### src/hdl/ebi_pkg.sv
package ebi_pkg;

   localparam int EBI_ADDR_W      = 25;
   localparam int EBI_AREAS       = 6;
   localparam int EBI_WAIT_W      = 3;
   localparam int EBI_BLOCK_SHIFT = 16;
   localparam int EBI_AREA_BASE_W = EBI_ADDR_W - EBI_BLOCK_SHIFT;
   localparam int EBI_BASIC_CYC   = 2;
   localparam int EBI_CLK_DIV     = 2;
   localparam int EBI_SYNC_STAGES = 2;
   localparam logic [EBI_WAIT_W-1:0] EBI_WAIT_MAX = 3'h7;

   typedef struct packed
   {
      logic [EBI_AREA_BASE_W-1:0] base;
      logic [EBI_AREA_BASE_W-1:0] mask;
      logic [EBI_WAIT_W-1:0]      waits;
   } ebi_area_cfg_t;

   typedef struct packed
   {
      logic                  wr;
      logic                  half;
      logic                  byte_hi;
      logic [EBI_ADDR_W-1:0] addr;
      logic [15:0]           wdata;
   } ebi_req_t;

   typedef enum logic [1:0]
   {
      EBI_WIDTH_8  = 2'h0,
      EBI_WIDTH_16 = 2'h1
   } ebi_width_t;

endpackage

### src/hdl/ebi_clk_div.sv
// Bus-rate enable and external clock from the internal clock
module ebi_clk_div
   import ebi_pkg::*;
(
   input  wire logic sys_clk_i,
   input  wire logic rstn_i,
   output logic      bus_en_o,
   output logic      bus_clk_o
);

   logic phase_r;

   always_ff @(posedge sys_clk_i or negedge rstn_i)
   begin
      if (!rstn_i)
      begin
         phase_r   <= 1'b0;
         bus_en_o  <= 1'b0;
         bus_clk_o <= 1'b0;
      end
      else
      begin
         phase_r   <= ~phase_r;
         bus_en_o  <= phase_r;
         bus_clk_o <= ~phase_r;
      end
   end

endmodule

### src/hdl/ebi_top.sv
// What this block does
// - Unwaited access lasts two bus clock cycles.
// - Each area adds zero to seven wait cycles to every access.
// - A 25-bit byte address is driven on the address pins.
// - Six select outputs decode areas of 64 KB granularity.
// - In 16-bit mode, little-endian byte swap applies to one chosen area among one to five.
// - In 8-bit mode upper data pins become general ports.
// - Unneeded upper address pins can become general ports.
// - Access stretches while ready input is low.
// - Grant output low while bus released, high otherwise.
// - Upper strobe for high byte, lower strobe for low byte; 8-bit uses upper only.
// - Lower strobe pin floats during reset.
// - Bus runs at half internal clock.
// - Clock pin outputs bus clock unless used as port.
// - Select low marks access to its area; unused selects become ports.
module ebi_top
   import ebi_pkg::*;
(
   input  wire logic                  sys_clk_i,
   input  wire logic                  rstn_i,
   input  wire logic                  req_valid_i,
   input  wire ebi_req_t              req_i,
   output logic                       req_ready_o,
   output logic                       rsp_valid_o,
   output logic [15:0]                rsp_data_o,
   input  wire ebi_area_cfg_t         area_cfg_i [EBI_AREAS],
   input  wire logic [EBI_AREAS-1:0]  area_en_i,
   input  wire logic [2:0]            le_area_i,
   input  wire logic                  le_en_i,
   input  wire ebi_width_t            width_i,
   input  wire logic [7:0]            addr_port_sel_i,
   input  wire logic [7:0]            addr_port_out_i,
   input  wire logic [7:0]            data_port_out_i,
   input  wire logic [7:0]            data_port_oe_i,
   input  wire logic                  clk_port_sel_i,
   input  wire logic                  clk_port_out_i,
   input  wire logic                  lstrb_port_out_i,
   input  wire logic                  lstrb_port_oe_i,
   input  wire logic [EBI_AREAS-1:0]  sel_port_sel_i,
   input  wire logic [EBI_AREAS-1:0]  sel_port_out_i,
   output logic [EBI_ADDR_W-1:0]      addr_o,
   output logic [EBI_ADDR_W-1:0]      addr_oe_o,
   input  wire logic [15:0]           data_i,
   output logic [15:0]                data_o,
   output logic [15:0]                data_oe_o,
   output logic [7:0]                 upper_data_port_pins_o,
   output logic [EBI_AREAS-1:0]       area_select_n_o,
   output logic [EBI_AREAS-1:0]       area_select_oe_o,
   output logic                       read_strobe_n_o,
   output logic                       rd_oe_o,
   output logic                       upper_lane_write_strobe_n_o,
   output logic                       upper_lane_oe_o,
   output logic                       lower_lane_write_strobe_n_o,
   output logic                       lower_lane_oe_o,
   output logic                       bus_clk_o,
   input  wire logic                  ready_i,
   input  wire logic                  bus_release_request_i,
   output logic                       bus_release_grant_o
);

   ////////////////////////////////////////////////////////////////////////
   typedef enum logic [1:0] {EBI_IDLE, EBI_ADDR, EBI_DATA, EBI_GRANT} ebi_state_t;

   ebi_state_t                 state_r;
   ebi_state_t                 state_nxt;
   logic                       bus_en;
   logic                       div_clk;
   logic [1:0]                 rdy_sync_r;
   logic [1:0]                 brq_sync_r;
   logic [1:0]                 dhi_sync_r [8];
   logic [EBI_WAIT_W-1:0]      wait_r;
   ebi_req_t                   cur_r;
   logic [2:0]                 area_r;
   logic                       hit_any_r;
   logic [EBI_AREAS-1:0]       hit_vec;
   logic [2:0]                 hit_idx;
   logic                       hit_any;
   logic                       swap;
   logic                       wide;
   logic                       drive;
   logic                       done;
   logic [15:0]                rd_swapped;
   logic [7:0]                 dhi_pins;

   function automatic logic [15:0] swap16(input logic [15:0] v, input logic en);
      swap16 = en ? {v[7:0], v[15:8]} : v;
   endfunction

   ebi_clk_div u_div
   (
      .sys_clk_i (sys_clk_i),
      .rstn_i    (rstn_i),
      .bus_en_o  (bus_en),
      .bus_clk_o (div_clk)
   );

   ////////////////////////////////////////////////////////////////////////
   // Area decode, lowest index wins on overlap
   always_comb
   begin
      hit_vec = '0;
      for (int i = 0; i < EBI_AREAS; i++)
      begin
         hit_vec[i] = area_en_i[i] &&
            (((req_i.addr[EBI_ADDR_W-1:EBI_BLOCK_SHIFT] ^ area_cfg_i[i].base)
              & ~area_cfg_i[i].mask) == '0);
      end
   end

   always_comb
   begin
      hit_idx = 3'h0;
      for (int i = EBI_AREAS - 1; i >= 0; i--)
      begin
         if (hit_vec[i])
         begin
            hit_idx = 3'(i);
         end
      end
   end

   assign hit_any = |hit_vec;
   assign wide    = (width_i == EBI_WIDTH_16);
   assign swap    = le_en_i && (area_r == le_area_i) && (le_area_i != 3'h0)
                    && (le_area_i <= 3'h5);
   assign done    = (state_r == EBI_DATA) && bus_en && (wait_r == '0)
                    && rdy_sync_r[1];
   assign drive   = (state_r != EBI_GRANT);
   // Upper pins are ports in 8-bit mode, so byte reads use the lower lane
   assign rd_swapped = swap16(wide ? data_i : {8'h00, data_i[7:0]}, swap & wide);
   always_comb
   begin
      for (int i = 0; i < 8; i++)
      begin
         dhi_pins[i] = dhi_sync_r[i][1];
      end
   end

   ////////////////////////////////////////////////////////////////////////
   // Phase machine moves only on bus-rate enables
   always_comb
   begin
      state_nxt = state_r;
      case (state_r)
         EBI_IDLE:
         begin
            if (bus_en && brq_sync_r[1])
            begin
               state_nxt = EBI_GRANT;
            end
            else if (bus_en && req_valid_i)
            begin
               state_nxt = EBI_ADDR;
            end
         end
         EBI_ADDR:
         begin
            if (bus_en)
            begin
               state_nxt = EBI_DATA;
            end
         end
         EBI_DATA:
         begin
            if (done)
            begin
               state_nxt = EBI_IDLE;
            end
         end
         EBI_GRANT:
         begin
            if (bus_en && !brq_sync_r[1])
            begin
               state_nxt = EBI_IDLE;
            end
         end
         default:
         begin
            state_nxt = EBI_IDLE;
         end
      endcase
   end

   always_ff @(posedge sys_clk_i or negedge rstn_i)
   begin
      if (!rstn_i)
      begin
         rdy_sync_r <= 2'h0;
         brq_sync_r <= 2'h0;
         for (int i = 0; i < 8; i++)
         begin
            dhi_sync_r[i] <= 2'h0;
         end
      end
      else
      begin
         rdy_sync_r <= {rdy_sync_r[0], ready_i};
         brq_sync_r <= {brq_sync_r[0], bus_release_request_i};
         for (int i = 0; i < 8; i++)
         begin
            dhi_sync_r[i] <= {dhi_sync_r[i][0], data_i[8 + i]};
         end
      end
   end

   always_ff @(posedge sys_clk_i or negedge rstn_i)
   begin
      if (!rstn_i)
      begin
         state_r   <= EBI_IDLE;
         wait_r    <= '0;
         cur_r     <= '0;
         area_r    <= 3'h0;
         hit_any_r <= 1'b0;
      end
      else
      begin
         state_r <= state_nxt;
         if (state_r == EBI_IDLE && state_nxt == EBI_ADDR)
         begin
            cur_r     <= req_i;
            area_r    <= hit_idx;
            hit_any_r <= hit_any;
            wait_r    <= hit_any ? area_cfg_i[hit_idx].waits : '0;
         end
         else if (state_r == EBI_DATA && bus_en && wait_r != '0)
         begin
            wait_r <= wait_r - 1'b1;
         end
      end
   end

   ////////////////////////////////////////////////////////////////////////
   // Pin registers
   always_ff @(posedge sys_clk_i or negedge rstn_i)
   begin
      if (!rstn_i)
      begin
         req_ready_o                 <= 1'b0;
         rsp_valid_o                 <= 1'b0;
         rsp_data_o                  <= 16'h0000;
         addr_o                      <= '0;
         addr_oe_o                   <= '0;
         data_o                      <= 16'h0000;
         data_oe_o                   <= 16'h0000;
         upper_data_port_pins_o      <= 8'h00;
         area_select_n_o             <= '1;
         area_select_oe_o            <= '0;
         read_strobe_n_o             <= 1'b1;
         rd_oe_o                     <= 1'b0;
         upper_lane_write_strobe_n_o <= 1'b1;
         upper_lane_oe_o             <= 1'b0;
         lower_lane_write_strobe_n_o <= 1'b1;
         lower_lane_oe_o             <= 1'b0;
         bus_clk_o                   <= 1'b0;
         bus_release_grant_o         <= 1'b1;
      end
      else
      begin
         req_ready_o <= (state_r == EBI_IDLE) && bus_en && !brq_sync_r[1];
         rsp_valid_o <= done;
         if (done && !cur_r.wr)
         begin
            rsp_data_o <= rd_swapped;
         end
         for (int i = 0; i < EBI_ADDR_W; i++)
         begin
            if (i >= 16 && i <= 23 && addr_port_sel_i[i-16])
            begin
               addr_o[i]    <= addr_port_out_i[i-16];
               addr_oe_o[i] <= 1'b1;
            end
            else
            begin
               addr_o[i]    <= cur_r.addr[i];
               addr_oe_o[i] <= drive;
            end
         end
         data_o    <= swap16(cur_r.wdata, swap & wide);
         data_oe_o <= {wide ? {8{drive && cur_r.wr && state_r == EBI_DATA}}
                            : data_port_oe_i,
                       {8{drive && cur_r.wr && state_r == EBI_DATA}}};
         if (!wide)
         begin
            data_o[15:8] <= data_port_out_i;
         end
         upper_data_port_pins_o <= wide ? 8'h00 : dhi_pins;
         for (int i = 0; i < EBI_AREAS; i++)
         begin
            area_select_oe_o[i] <= sel_port_sel_i[i] | drive;
            area_select_n_o[i]  <= sel_port_sel_i[i] ? sel_port_out_i[i]
               : !(hit_any_r && area_r == 3'(i)
                   && (state_r == EBI_ADDR || state_r == EBI_DATA));
         end
         // Strobes follow the next state so they cover the whole data phase
         read_strobe_n_o <= !(state_nxt == EBI_DATA && !cur_r.wr);
         rd_oe_o         <= drive;
         upper_lane_write_strobe_n_o <= !(state_nxt == EBI_DATA && cur_r.wr
            && (!wide || cur_r.half || !cur_r.byte_hi));
         upper_lane_oe_o <= drive;
         if (wide)
         begin
            lower_lane_write_strobe_n_o <= !(state_nxt == EBI_DATA && cur_r.wr
               && (cur_r.half || cur_r.byte_hi));
            lower_lane_oe_o <= drive;
         end
         else
         begin
            lower_lane_write_strobe_n_o <= lstrb_port_out_i;
            lower_lane_oe_o             <= lstrb_port_oe_i;
         end
         bus_clk_o <= clk_port_sel_i ? clk_port_out_i : div_clk;
         bus_release_grant_o <= (state_nxt != EBI_GRANT);
      end
   end
endmodule

### config.mk
export PLATFORM = sky130hd
export DESIGN_NAME = ebi_top
export DESIGN_NICKNAME = d
export VERILOG_FILES = /design/src/hdl/ebi_pkg.sv /design/src/hdl/ebi_clk_div.sv /design/src/hdl/ebi_top.sv
export SDC_FILE = /design/constraint.sdc
export NUM_CORES = 1
export LEC_CHECK = 0
export ABC_AREA = 1
export BUFFER_PORTS_ARGS = -buffer_cell sky130_fd_sc_hd__buf_4
export CAP_MARGIN = 25
export CORE_AREA = 2 2 149 151
export CTS_CLUSTER_DIAMETER = 60
export DETAILED_ROUTE_END_ITERATION = 8
export DIE_AREA = 0 0 151 153
export PLACE_DENSITY = 0.75
export SLEW_MARGIN = 20
export SYNTH_ARGS = -nofsm -noshare
export SYNTH_HDL_FRONTEND = slang
export SYNTH_SLANG_ARGS = --single-unit
### constraint.sdc
create_clock -name sys_clk_i -period 1.75 [get_ports sys_clk_i]
set_input_delay 0 -clock sys_clk_i [delete_from_list [all_inputs] [get_ports sys_clk_i]]
set_output_delay 0 -clock sys_clk_i [all_outputs]
set_load 0.02 [all_outputs]
==> run_results.csv <==
group,metric,value,unit
run_status,status,"complete, but fails checks",
run_status,violations,"negative setup slack",
routing,via_count,8150,
layout,diodes,0,
timing,fmax,506,MHz
die,die-area,23100,sq um
setup_path,required,2060,ps
timing,finClkSkew,13.6,ps
die,die_w,151,um
clock_tree,clk_pin_slew,70,ps
logic_synthesis,syn-num-nets,1173,
die,num_rows,54,
setup_path,critPathLaunchType,"register",
routing,dr.pass1.iters,5,
global_route,grt_pass1_wl,41400,um
clock_tree,cts_made_buffers,17,
layout,final_cells,1728,
logic_synthesis,syn_area_per_cell,8.76,sq um
layout,ff_latch_area,4470,sq um
clock_tree,clock_path_buffers,2,
run,drv_cap,0,
logic_synthesis,ys_ff_latch,178,
global_route,antenna_found_initial,0,
timing,fin_crit_sh,113,%
clock_tree,clk_root_buffer_cell,"clkbuf_16",
setup_path,cp_slowest_cell,"dfrtp_1",
setup_path,rrSetupSlack,-230,ps
timing,finalHoldViolCount,0,
global_route,grt.total_usage,23.2,%
timing,slew_headroom,65.8,%
timing,setup_viol,52,
logic_synthesis,syn-cell-area,8020,sq um
timing,tightest_slew,513,ps
timing,maxSlewViolCount,0,
routing,drc,0,
setup_path,crit_type,"register to register",
clock_tree,clock_latency,440,ps
timing,hold-worst-slack,14.3,ps
layout,syn_to_final_growth,71.7,%
hold_path,worstHoldPathType,"input pin to register",
clock_tree,htree_levels,4,
timing,rsz0062_at_grt,"true",
setup_path,ff2ff_path_depth,14,
layout,fillers,1667,
setup_path,path_cells,"inv_2 -> ha_4 -> nand2_4 -> nor2_4 -> nand2_2 -> a21oi_2 -> nand2_1 -> nand2_2 -> inv_2 -> nand3_4 -> buf_4 -> o21ai_0 -> nand2_1 -> nand2_1",
place,dp.cells,1569,
hold_path,whs_endpoint,"cur_r[38]$_DFFE_PN0P_",
clock_tree,cts_sinks,178,
place,portBuffers,378,
logic_synthesis,yosysWarnings,0,
die,start_util,37.3,%
global_route,grt_max_degree,60,
layout,drive_gt1_share,43.4,%
routing,postRouteAntennaNets,0,
timing,setup_slack,-228,ps
logic_synthesis,synth-edff-count,0,
setup_path,critPathArrivalTime,2290,ps
logic_synthesis,synthDistinctLibCells,41,
die,fp.dieH,153,um
routing,wirelength,28500,um
setup_path,r2r_start,"state_r[0]$_DFF_PN0_",
place,gp_congestion,0.875,
global_route,grt-ovfl-total,0,
pwr,irDropWorstVdd,0.651,mV
die,ioPinCount,379,
routing,post_drt_wl_per_cell,16.5,um
setup_path,cp_max_fo,15,
timing,fin_crit,1980,ps
logic_synthesis,async_flop_share,100,%
setup_path,startpoint,"state_r[0]$_DFF_PN0_",
global_route,grt_pass1_vias,8216,
logic_synthesis,synth_flop_cell,"dfrtp_1",
logic_synthesis,seq_area_frac_synth,55.7,%
setup_path,r2r_end,"wait_r[0]$_DFFE_PN0P_",
die,fp.coreArea,21500,sq um
setup_path,crit_top_cell,"nand2_1",
place,placed_area,11300,sq um
routing,avgViaCountPerCell,4.72,
setup_path,cp_slowest_stage_delay,380,ps
hold_path,hp-start,"req_i[38]",
routing,drt_iter0_drc,364,
hold_path,hold_depth,4,
pwr,p_leak,6.97,nW
place,detailed_place_hpwl,19900,um
setup_path,endpoint_kind,"register",
pwr,powerDensity,1210,nW/um^2
layout,final_nets,1693,
layout,design_area,13800,sq um
clock_tree,cts_tree,"done",
logic_synthesis,netlist_instances,915,
layout,multiInputGateArea,3250,sq um
[logic make-up after synthesis]
| kind of cell | synth area share [%] |
|---|---|
| compound gates | 10.4 |
| xor+xnor | 1.86 |
| fa+ha+maj | 1.09 |
| buf+inv | 8.86 |
| flops | 55.7 |
| mux | 0.983 |
| simple gates | 21.1 |
[repair_timing]
action | in CTS | in global routing
pin swaps | 7 | 36
resized for setup | 19 | 145
endpoints found under the hold margin | 285 | 0
setup endpoints to repair | 54 | 80
buffers inserted | 4 | 6
cloned | 2 | 5
hold buffers | 113 | 0
[cells in the mapped netlist (7+ instances only)]
library cell    n  share of area (%)
nand2_1       260                 12
dfrtp_1       168                 52
o21ai_0        81                5.1
inv_1          76                3.6
nor2_1         69                3.2
a21oi_1        52                3.2
nand3_1        29                1.8
buf_4          26                2.4
xnor2_1        16                1.7
o21ai_1        15               0.94
or2_2          15                1.2
clkbuf_1       14               0.66
dfstp_2        10                3.3
buf_2           9               0.56
inv_2           9               0.42
buf_6           8                1.1
ha_1            7                1.1
mux2_2          7               0.98
nor3_1          7               0.44
[worst max path at each step]
stage / end / slack (ps) / cells past startpoint
after detailed placement: wait_r[1]$_DFFE_PN0P_ / -320 / 14
after floorplan: wait_r[0]$_DFFE_PN0P_ / -90 / 14
after global routing: wait_r[0]$_DFFE_PN0P_ / -370 / 13
final: wait_r[0]$_DFFE_PN0P_ / -230 / 14
after global placement: wait_r[2]$_DFFE_PN0P_ / -270 / 14
after CTS: wait_r[2]$_DFFE_PN0P_ / -180 / 14
[routing by layer]
layer	vias up	routed length [um]	global-route usage, %
met3	91	1680	4.48
li1	3912	-	-
met2	340	14600	40.5
met5	-	0	0
met1	3807	10800	26.7
met4	0	1460	12.3
[flip-flops by register name, indices dropped and copies added, names as in the netlist, 8 cells and up]
signal	cells
addr_o	25
addr_oe_o	9
cur_r	44
data_o	16
data_oe_o	9
dhi_pins	8
dhi_sync_r	8
rsp_data_o	16
upper_data_port_pins_o	8
[stage by stage]
| stage | total power [W] | setup WS (ps) | util [%] | TNS (ps) |
|---|---|---|---|---|
| 2_1_floorplan | 0.00891 | -93.0 | - | -1960 |
| 4_1_cts | 0.0160 | -178 | 61.7 | -7010 |
| 5_1_grt | 0.0176 | -372 | 64.1 | -14990 |
| 3_5_place_dp | 0.0116 | -317 | 52.8 | -10230 |
| 6_report | 0.0167 | -228 | 64.1 | -8370 |
| 3_3_place_gp | 0.0114 | -266 | 52.8 | -7400 |
[where the power goes]
part	total, W	leakage [nW]	internal, W	switching [W]
Clock	0.00393	0.300	0.00210	0.00183
Sequential	0.00609	2.09	0.00533	0.000759
Combinational	0.00669	4.57	0.00313	0.00356
[final cells by class]
| cell class | instances | share of cell area [%] |
|---|---|---|
| clock buffer | 18 | 3.19 |
| tap | 280 | 2.54 |
| inverter | 86 | 2.46 |
| multi-input combinational | 593 | 23.6 |
| timing repair buffer | 559 | 34.4 |
| sequential | 178 | 32.4 |
| clock inverter | 14 | 1.36 |
[worst max-delay path, delay by kind of cell, from the launching register on]
kind	cells	cell delay [ps]
AO/OA/AOI/OAI	2	290
adder cells (fa/ha/maj)	1	150
buffers and inverters	3	370
flip-flops	1	380
AND/OR/NAND/NOR	8	640
[placed cells by master (no fill, tap or decap), types with 7 or more instances in the layout]
cell type / Yosys / routed
dlygate4sd3_1: 0 / 113
clkbuf_16: 0 / 21
o21ai_2: 0 / 10
inv_1: 76 / 69
or2_2: 15 / 15
nand3_1: 29 / 28
o21ai_1: 15 / 26
nand2_2: 4 / 39
o21ai_0: 81 / 59
xnor2_1: 16 / 16
buf_4: 26 / 422
mux2_2: 7 / 7
nand2_1: 260 / 201
buf_6: 8 / 7
inv_2: 9 / 14
a21oi_1: 52 / 49
nor2_1: 69 / 66
dfstp_2: 10 / 10
nand2_4: 2 / 26
buf_12: 0 / 10
dfrtp_1: 168 / 167
No activity file was read; power rests on OpenSTA's default activity.
